--- config.mk ---
export PLATFORM = sky130hd
export DESIGN_NAME = ldio_bank
export DESIGN_NICKNAME = d
export VERILOG_FILES = /design/src/ldio_pkg.sv /design/src/ldio_decode.sv /design/src/ldio_bank.sv
export SDC_FILE = /design/constraint.sdc
export NUM_CORES = 1
export LEC_CHECK = 0
export ABC_AREA = 1
export BUFFER_PORTS_ARGS = -buffer_cell sky130_fd_sc_hd__buf_2
export CORE_MARGIN = 3
export CORE_UTILIZATION = 56
export DETAILED_ROUTE_END_ITERATION = 8
export PLACE_DENSITY = 0.82
export SLEW_MARGIN = 15
export SYNTH_ARGS = -nofsm -noshare
export SYNTH_HDL_FRONTEND = slang
export SYNTH_SLANG_ARGS = --single-unit
--- constraint.sdc ---
create_clock -name clk -period 15.2 [get_ports clk]
set_input_delay 2.28 -clock clk [delete_from_list [all_inputs] [get_ports clk]]
set_output_delay 2.28 -clock clk [all_outputs]
set_load 0.02 [all_outputs]
--- src/ldio_pkg.sv ---
// ldio_pkg: constants and carriers for the logical device configuration bank and i/o decoder
package ldio_pkg;
   // ****************************************
   // configuration indexes
   // ****************************************
   localparam logic [7:0] IDX_LDN = 8'h07; // logical device number
   localparam logic [7:0] IDX_ACT = 8'h30; // activate
   localparam logic [7:0] IDX_BASE_HI = 8'h60;
   localparam logic [7:0] IDX_BASE_LO = 8'h61;
   localparam logic [7:0] IDX_IRQ = 8'h70;
   localparam logic [7:0] IDX_DMA = 8'h74;
   localparam logic [7:0] IDX_DMA_UNUSED = 8'h75;
   localparam logic [7:0] IDX_VEND_LO = 8'he0;
   localparam logic [7:0] IDX_VEND_HI = 8'hfe;
   localparam logic [7:0] IDX_FINAL_RSVD = 8'hff;
   // ****************************************
   // logical device numbers
   // ****************************************
   localparam logic [3:0] LD_FLOPPY = 4'h0;
   localparam logic [3:0] LD_PARPORT = 4'h3;
   localparam logic [3:0] LD_SER1 = 4'h4;
   localparam logic [3:0] LD_SER2 = 4'h5;
   localparam logic [3:0] LD_KBD = 4'h7;
   localparam logic [3:0] LD_GAME = 4'h9;
   localparam int NUM_LD = 16;
   // ****************************************
   // reset values
   // ****************************************
   localparam logic [7:0] RST_IRQ_LD0 = 8'h06;
   localparam logic [7:0] RST_IRQ = 8'h00;
   localparam logic [7:0] RST_DMA_LD0 = 8'h02;
   localparam logic [7:0] RST_DMA_OTHER = 8'h04;
   localparam logic [7:0] RST_ZERO = 8'h00;
   localparam int ACT_BIT = 0;
   localparam int DMA_FIELD_W = 3;
   // ****************************************
   // address ranges
   // ****************************************
   localparam logic [11:0] BASE_MIN = 12'h100;
   localparam logic [11:0] BASE_MAX_8 = 12'hff8;
   localparam logic [11:0] BASE_MAX_4 = 12'hffc;
   localparam logic [11:0] BASE_MAX_1 = 12'hfff;
   localparam logic [11:0] KBD_DATA_ADDR = 12'h060;
   localparam logic [11:0] KBD_CMD_ADDR = 12'h064;
   localparam logic [11:0] ECP_OFFSET = 12'h400;
   // ****************************************
   // carriers
   // ****************************************
   typedef struct packed {
      logic wr;         // one-cycle write strobe
      logic rd;         // one-cycle read strobe
      logic [7:0] idx;  // configuration index
      logic [7:0] data; // write data
   } ldio_cfg_req_t;
   typedef struct packed {
      logic rd;          // io read cycle
      logic wr;          // io write cycle
      logic [15:0] addr; // io address
   } ldio_io_req_t;
endpackage : ldio_pkg

--- src/ldio_decode.sv ---
// ldio_decode: combinational base-address check and i/o address match for one device
module ldio_decode (
   // device identity and programming
   input wire logic [3:0] ld_num,
   input wire logic [15:0] base,
   input wire logic active,
   input wire logic ecp_mode,
   input wire logic qual16,
   // io address
   input wire logic [15:0] addr,
   // results
   output logic base_ok,
   output logic hit
);
   logic [11:0] b; // decoded base bits
   logic [11:0] a; // decoded address bits
   logic [11:0] off; // address minus base
   logic upper_ok; // a15..a12 qualification
   assign b = base[11:0];
   assign a = addr[11:0];
   assign off = a - b;
   assign upper_ok = !qual16 || (addr[15:12] == 4'h0);
   // range check per device, alignment included
   always_comb begin
      base_ok = 1'b0;
      hit = 1'b0;
      unique case (ld_num)
         ldio_pkg::LD_FLOPPY, ldio_pkg::LD_SER1, ldio_pkg::LD_SER2: begin
            base_ok = (b >= ldio_pkg::BASE_MIN) && (b <= ldio_pkg::BASE_MAX_8)
                      && (b[2:0] == 3'h0);
            hit = (a[11:3] == b[11:3]);
         end
         ldio_pkg::LD_PARPORT: begin
            base_ok = (b >= ldio_pkg::BASE_MIN) && (b <= ldio_pkg::BASE_MAX_4)
                      && (b[1:0] == 2'h0);
            // +0..+2 always, +3..+7 only on 8-byte base
            hit = (off < 12'h003) || ((off < 12'h008) && (b[2:0] == 3'h0));
            // ecp block at +400h..+402h
            if (ecp_mode && (a - (b + ldio_pkg::ECP_OFFSET)) < 12'h003) begin
               hit = 1'b1;
            end
         end
         ldio_pkg::LD_KBD: begin
            base_ok = 1'b1; // fixed, not relocatable
            hit = (a == ldio_pkg::KBD_DATA_ADDR) || (a == ldio_pkg::KBD_CMD_ADDR);
         end
         ldio_pkg::LD_GAME: begin
            base_ok = (b >= ldio_pkg::BASE_MIN) && (b <= ldio_pkg::BASE_MAX_1);
            hit = (a == b);
         end
         default: begin
            base_ok = 1'b0;
            hit = 1'b0;
         end
      endcase
      // invalid base: claim nothing
      hit = hit && base_ok && active && upper_ok;
   end
endmodule : ldio_decode

--- src/ldio_bank.sv ---
// ldio_bank: per-logical-device configuration registers with i/o claim outputs
// Functional notes
// - dma select only for floppy, parallel
// - index 75h discards writes, reads zero
// - 76h-dfh unimplemented, reads zero
// - e0h-feh vendor space, ffh reserved
// - device on when activate set
// - activate and power bits move together
// - invalid base: no claim, no action
// - interrupt select resets 06h for device 0
// - dma resets 02h dev0, 04h dev 3,5
// - defaults load on every reset source
// - parallel 4-byte base, epp needs 8
// - keyboard fixed at 60h and 64h
// - game port any base from 100h, one register
// - ldn register at 07h selects bank
// - bank reachable only in config state
// - 60h/61h hold base high/low
// - bits 11:0 decoded; 15:12 when qualified
module ldio_bank (
   // clock and reset
   input wire logic clk,
   input wire logic reset,
   // any of power-on, bus or soft reset, one cycle pulse
   input wire logic soft_reset,
   // configuration port
   input wire ldio_pkg::ldio_cfg_req_t cfg,
   input wire logic cfg_state,
   input wire logic qual16,
   // io cycles and per-device controls
   input wire ldio_pkg::ldio_io_req_t io,
   input wire logic ecp_mode,
   // outputs
   output logic [7:0] cfg_rdata_ff,
   output logic [3:0] ldn_ff,
   output logic [15:0] dev_on_ff,
   output logic [15:0] io_claim_ff
);
   // ****************************************
   // bank storage
   // ****************************************
   logic [15:0] act_ff; // activate / power bit per device
   logic [7:0] base_hi_ff [ldio_pkg::NUM_LD];
   logic [7:0] base_lo_ff [ldio_pkg::NUM_LD];
   logic [7:0] irq_ff [ldio_pkg::NUM_LD];
   logic [7:0] dma_ff [ldio_pkg::NUM_LD];
   // ****************************************
   // access decode
   // ****************************************
   wire cfg_wr = cfg.wr && cfg_state;
   wire cfg_rd = cfg.rd && cfg_state;
   wire has_dma = (ldn_ff == ldio_pkg::LD_FLOPPY) || (ldn_ff == ldio_pkg::LD_PARPORT);
   wire wr_act = cfg_wr && (cfg.idx == ldio_pkg::IDX_ACT);
   wire wr_bhi = cfg_wr && (cfg.idx == ldio_pkg::IDX_BASE_HI);
   wire wr_blo = cfg_wr && (cfg.idx == ldio_pkg::IDX_BASE_LO);
   wire wr_irq = cfg_wr && (cfg.idx == ldio_pkg::IDX_IRQ);
   wire wr_dma = cfg_wr && (cfg.idx == ldio_pkg::IDX_DMA) && has_dma;
   // 75h, 76h-dfh, e0h-feh and ffh have no storage: no write enable exists
   logic [7:0] nxt_rdata; // read mux result
   logic [15:0] dec_hit; // per-device address match
   logic rst_any; // soft reset only; hardware reset acts asynchronously
   assign rst_any = soft_reset;
   // read mux: unlisted indexes read zero
   always_comb begin
      nxt_rdata = 8'h00;
      unique case (cfg.idx)
         ldio_pkg::IDX_LDN: nxt_rdata = {4'h0, ldn_ff};
         ldio_pkg::IDX_ACT: nxt_rdata = {7'h00, act_ff[ldn_ff]};
         ldio_pkg::IDX_BASE_HI: nxt_rdata = base_hi_ff[ldn_ff];
         ldio_pkg::IDX_BASE_LO: nxt_rdata = base_lo_ff[ldn_ff];
         ldio_pkg::IDX_IRQ: nxt_rdata = irq_ff[ldn_ff];
         ldio_pkg::IDX_DMA: nxt_rdata = has_dma ? dma_ff[ldn_ff] : 8'h00;
         default: nxt_rdata = 8'h00;
      endcase
   end
   // ****************************************
   // device number register
   // ****************************************
   // ldn is global: writable in config state
   always_ff @(posedge clk or posedge reset) begin
      if (reset) begin
         ldn_ff <= 4'h0;
      end else if (rst_any) begin
         ldn_ff <= 4'h0;
      end else if (cfg_wr && cfg.idx == ldio_pkg::IDX_LDN) begin
         ldn_ff <= cfg.data[3:0];
      end
   end
   // read data holds until next read
   always_ff @(posedge clk or posedge reset) begin
      if (reset) begin
         cfg_rdata_ff <= 8'h00;
      end else if (cfg_rd) begin
         cfg_rdata_ff <= nxt_rdata;
      end
   end
   // ****************************************
   // per-device registers and decoders
   // ****************************************
   genvar g;
   generate
      for (g = 0; g < ldio_pkg::NUM_LD; g++) begin : g_ld
         localparam logic [3:0] LDG = 4'(g);
         // per-device reset defaults
         localparam logic [7:0] IRQ_RST = (g == 0) ? ldio_pkg::RST_IRQ_LD0
                                                   : ldio_pkg::RST_IRQ;
         localparam logic [7:0] DMA_RST = (g == 0) ? ldio_pkg::RST_DMA_LD0
                                : ((g == 3) || (g == 5)) ? ldio_pkg::RST_DMA_OTHER
                                : ldio_pkg::RST_ZERO;
         wire sel = (ldn_ff == LDG);
         // single bit serves both activate and power: they cannot diverge
         always_ff @(posedge clk or posedge reset) begin
            if (reset) begin
               act_ff[g] <= 1'b0;
               base_hi_ff[g] <= 8'h00;
               base_lo_ff[g] <= 8'h00;
               irq_ff[g] <= IRQ_RST;
               dma_ff[g] <= DMA_RST;
            end else if (rst_any) begin
               act_ff[g] <= 1'b0;
               base_hi_ff[g] <= 8'h00;
               base_lo_ff[g] <= 8'h00;
               irq_ff[g] <= IRQ_RST;
               dma_ff[g] <= DMA_RST;
            end else if (sel) begin
               if (wr_act) act_ff[g] <= cfg.data[ldio_pkg::ACT_BIT];
               if (wr_bhi) base_hi_ff[g] <= cfg.data;
               if (wr_blo) base_lo_ff[g] <= cfg.data;
               if (wr_irq) irq_ff[g] <= cfg.data;
               if (wr_dma) dma_ff[g] <= {5'h00, cfg.data[ldio_pkg::DMA_FIELD_W-1:0]};
            end
         end
         ldio_decode u_dec (
            .ld_num(LDG),
            .base({base_hi_ff[g], base_lo_ff[g]}),
            .active(act_ff[g]),
            .ecp_mode(ecp_mode),
            .qual16(qual16),
            .addr(io.addr),
            .base_ok(),
            .hit(dec_hit[g])
         );
      end
   endgenerate
   // ****************************************
   // registered outputs
   // ****************************************
   // claim only on an io cycle; invalid base already masked in decoder
   always_ff @(posedge clk or posedge reset) begin
      if (reset) begin
         io_claim_ff <= 16'h0000;
         dev_on_ff <= 16'h0000;
      end else begin
         io_claim_ff <= (io.rd || io.wr) ? dec_hit : 16'h0000;
         dev_on_ff <= act_ff;
      end
   end
endmodule : ldio_bank

==> summary.md <==
| Metric | Value |
|---|---|
| Pin count of the biggest net entering global routing | 180 |
| Fmax | 203 MHz |
| Reg power frac | 45.8% |
| Largest cells by area after synthesis | dfrtp_1 (51%), nand2_1 (15%), o21ai_0 (5.2%), a22oi_1 (3.8%), o21ai_2 (3.7%) |
| CTS tree | done |
| RSZ-0062 raised after global routing | false |
| Worst IR Drop VDD | 73.5 uV |
| Post-Route M1 WL | 26500 um |
| Vias in the first global route | 20074 |
| Highest Signal Layer | met5 |
| Cts-stage hold buffer count | 0 |
| Most common cell in the netlist | nand2_1 |
| # setup viols final | 0 |
| Drt first-iter violations | 2360 |
| Fraction of layout cells with a size suffix above 1 | 12.4% |
| WL met3 | 8460 um |
| Crit. Startpoint | ldn_ff[1]$_DFFE_PP0P_ |
| Row cnt | 74 |
| Setup TNS | 0 ns |
| Fin nets | 2830 |
| Routed wire length per instance | 20.6 um |
| Clk pin slew, worst setup/hold paths | 0.06 ns |
| Worst rel slew slack | 22.2% |
| Clk_skew | 0.0210 ns |
| Clk sinks | 482 |
| Initial antenna violation count | 2 |
| RR Startpoint | ldn_ff[1]$_DFFE_PP0P_ |
| WHS Path Cells | 0 |
| Worst Path Arrival | 5.31 ns |
| Final Critical Period | 4.92 ns |
| Non-filler instance count after layout | 3332 |
| Worst R2R Path Depth | 8 |
| R2R Setup Slk | 10.28 ns |
| Chip Width | 211 um |
| Worst-path fanout max | 73 |
| Initial core utilization | 57.3% |
| Syn-to-layout area delta | 8.24% |
| CP endpoint kind | register |
| Num CTS Buffers | 49 |
| CP Cell Sequence | inv_2, nor2_4, buf_4, inv_1, o21ai_1, nand2_1, nand2_1, o21ai_0 |
| Max-cap check violation count | 0 |
| First-pass GRT wire length | 109000 um |
| Cell Area, Synth | 23600 sq um |
| Routability-driven placement congestion ratio | 0.955 |
| Hpwl dp | 43600 um |
| Status | complete, no violations |
| Comb power frac | 16.4% |
| Vias/cell | 6.16 |
| Fraction of registers with async set/reset | 100% |
| Top FF cell, synth | dfrtp_1 |
| Post-CTS Resized | 0 |
| Cell count after synthesis | 2780 |
| CTS max path bufs | 3 |
| Core ar. | 41200 sq um |
| Io pins | 86 |
| Post-route cell area | 25500 sq um |
| Final Hold Violating Endpoints | 0 |
| CP Launch Type | register |
| WHS Endpoint | dev_on_ff[11]$_DFF_PP0_ |
| Max-slew violation count | 0 |
| Slowest cell on crit path | nor2_4 |
| Top cell type by total area after synthesis | dfrtp_1 |
| Final wirelength | 68700 um |
| Yosys cell types | 49 |
| DRT Pass-1 Iters | 6 |
| Root buffer cell | clkbuf_16 |
| Critical Path Most Common Cell | nand2_1 |
| Pwr/cell area | 129 nW/um^2 |
| Leakage power | 12.1 nW |
| Crit Path Class | register to register |
| Vias | 20519 |
| Sw Ratio | 30.0% |
| Actual slew at the worst max-slew pin | 1.16 ns |
| Sequential fraction of the synthesis area | 51.1% |
| Hold_sp | act_ff[11]$_DFFE_PP0P_ |
| Post-synth EDFFs | 0 |
| Die Area | 44600 sq um |
| Synth top area share | 50.6% |
| Dpl cells | 3241 |
| Global Route Usage Sum | 30.9% |
| CTS H-tree lvls | 2 |
| DR DRC count | 0 |
| Worst flop-to-flop path endpoint | irq_ff[109]$_DFFE_PP0P_ |
| Hold Crit Class | register to register |
| Yosys Warn Count | 0 |
| WP buf/inv | 3 |
| Post-route antenna net violation count | 0 |
| Worst path top cell family by delay | simple AND/OR/NAND/NOR gates |
| WL met2 | 30100 um |
| Grt ovf | 0 |
| Net Switching | 993 uW |
| CP required | 15.60 ns |
| Post-Route Utilization | 62.0% |
| Clk_lat worst skew | 0.58 ns |
| Buffers on Ports | 75 |
| Clock network fraction of design power | 37.9% |
| Seq cells post-synth | 482 |
| Area after DPL | 23900 sq um |
| Delay of the slowest cell on the worst path | 0.97 ns |
| Final worst path period share | 32.3% |
| Internal Power | 2.31 mW |
| Filler cells | 3348 |
| Hold WS | 0.463 ns |
| Post-CTS Setup Inserts | 0 |
| Top cells by count, synth | nand2_1 (962), dfrtp_1 (477), o21ai_0 (247), nor2_1 (147), inv_1 (140) |
| Syn Area/Cell | 8.49 sq um |
| Die Span Y | 211 um |
-- placed cells by master, fill, tap and decap left out, types with 11 or more instances in the layout --
master     instances
o21ai_2          101
clkbuf_8          11
nor2_1           144
nand2_4           30
dfrtp_1          477
o21ai_0          247
nand3_1           44
a31oi_1           19
buf_4             22
a21oi_1           49
inv_1            138
nand2_1          954
buf_2             75
nand4_1           54
clkbuf_16         51
o21ai_1           93
a22oi_1          121
o22ai_1           12
ha_1              21
-- cell families after synthesis --
logic type,after synthesis,synth area share (%)
XOR/XNOR,14,0.520
other,1,0.0159
AND/OR/NAND/NOR,1263,22.2
flip-flops,482,51.1
adder cells (fa/ha/maj),28,1.71
AO/OA/AOI/OAI,665,17.6
buffers and inverters,327,6.81
-- power by group through the flow --
stage | Combinational [mW] | Clock [mW] | Sequential, mW
2_1_floorplan | 0.389 | 0 | 1.51
3_3_place_gp | 0.507 | 0 | 1.52
3_5_place_dp | 0.527 | 0 | 1.53
4_1_cts | 0.531 | 1.26 | 1.51
5_1_grt | 0.599 | 1.31 | 1.52
6_report | 0.541 | 1.25 | 1.51
-- routing by layer --
| layer | up-vias | track usage (%) |
|---|---|---|
| met3 | 264 | 8.90 |
| met5 | - | 0 |
| met4 | 2 | 15.5 |
| li1 | 9150 | - |
| met2 | 1243 | 46.3 |
| met1 | 9860 | 41.4 |
-- area by class of cell --
cell class	instances	area, sq um	area share [%]
diodes	1	2.50	0.00980
clock buffers	72	1470	5.74
clock inverters	18	210	0.823
inverters	149	564	2.21
multi-input cells	1980	10000	39.2
flip-flops and latches	482	12100	47.2
well taps	532	666	2.61
repair buffers	98	561	2.19
-- flip-flops by register name (all words and copies together) (netlist names) --
register,count
act_ff,16
base_hi_ff,128
base_lo_ff,128
cfg_rdata_ff,8
dev_on_ff,16
dma_ff,48
io_claim_ff,6
irq_ff,128
ldn_ff,4
-- per-stage QoR --
step	setup WS [ns]	power, mW
after global routing	10.17	3.44
final	10.28	3.31
after floorplan	6.39	1.90
after detailed placement	10.34	2.06
after global placement	10.46	2.03
after CTS	10.43	3.30
-- worst max-delay path by stage --
stage	depth (start not counted)	endpoint	slack (ns)
final	8	irq_ff[109]$_DFFE_PP0P_	10.28
after global routing	8	irq_ff[109]$_DFFE_PP0P_	10.17
after CTS	8	irq_ff[109]$_DFFE_PP0P_	10.43
after detailed placement	8	base_lo_ff[98]$_DFFE_PP0P_	10.34
after global placement	10	irq_ff[101]$_DFFE_PP0P_	10.46
after floorplan	1	act_ff[0]$_DFFE_PP0P_	6.39
(Power assumes the default switching activity.)
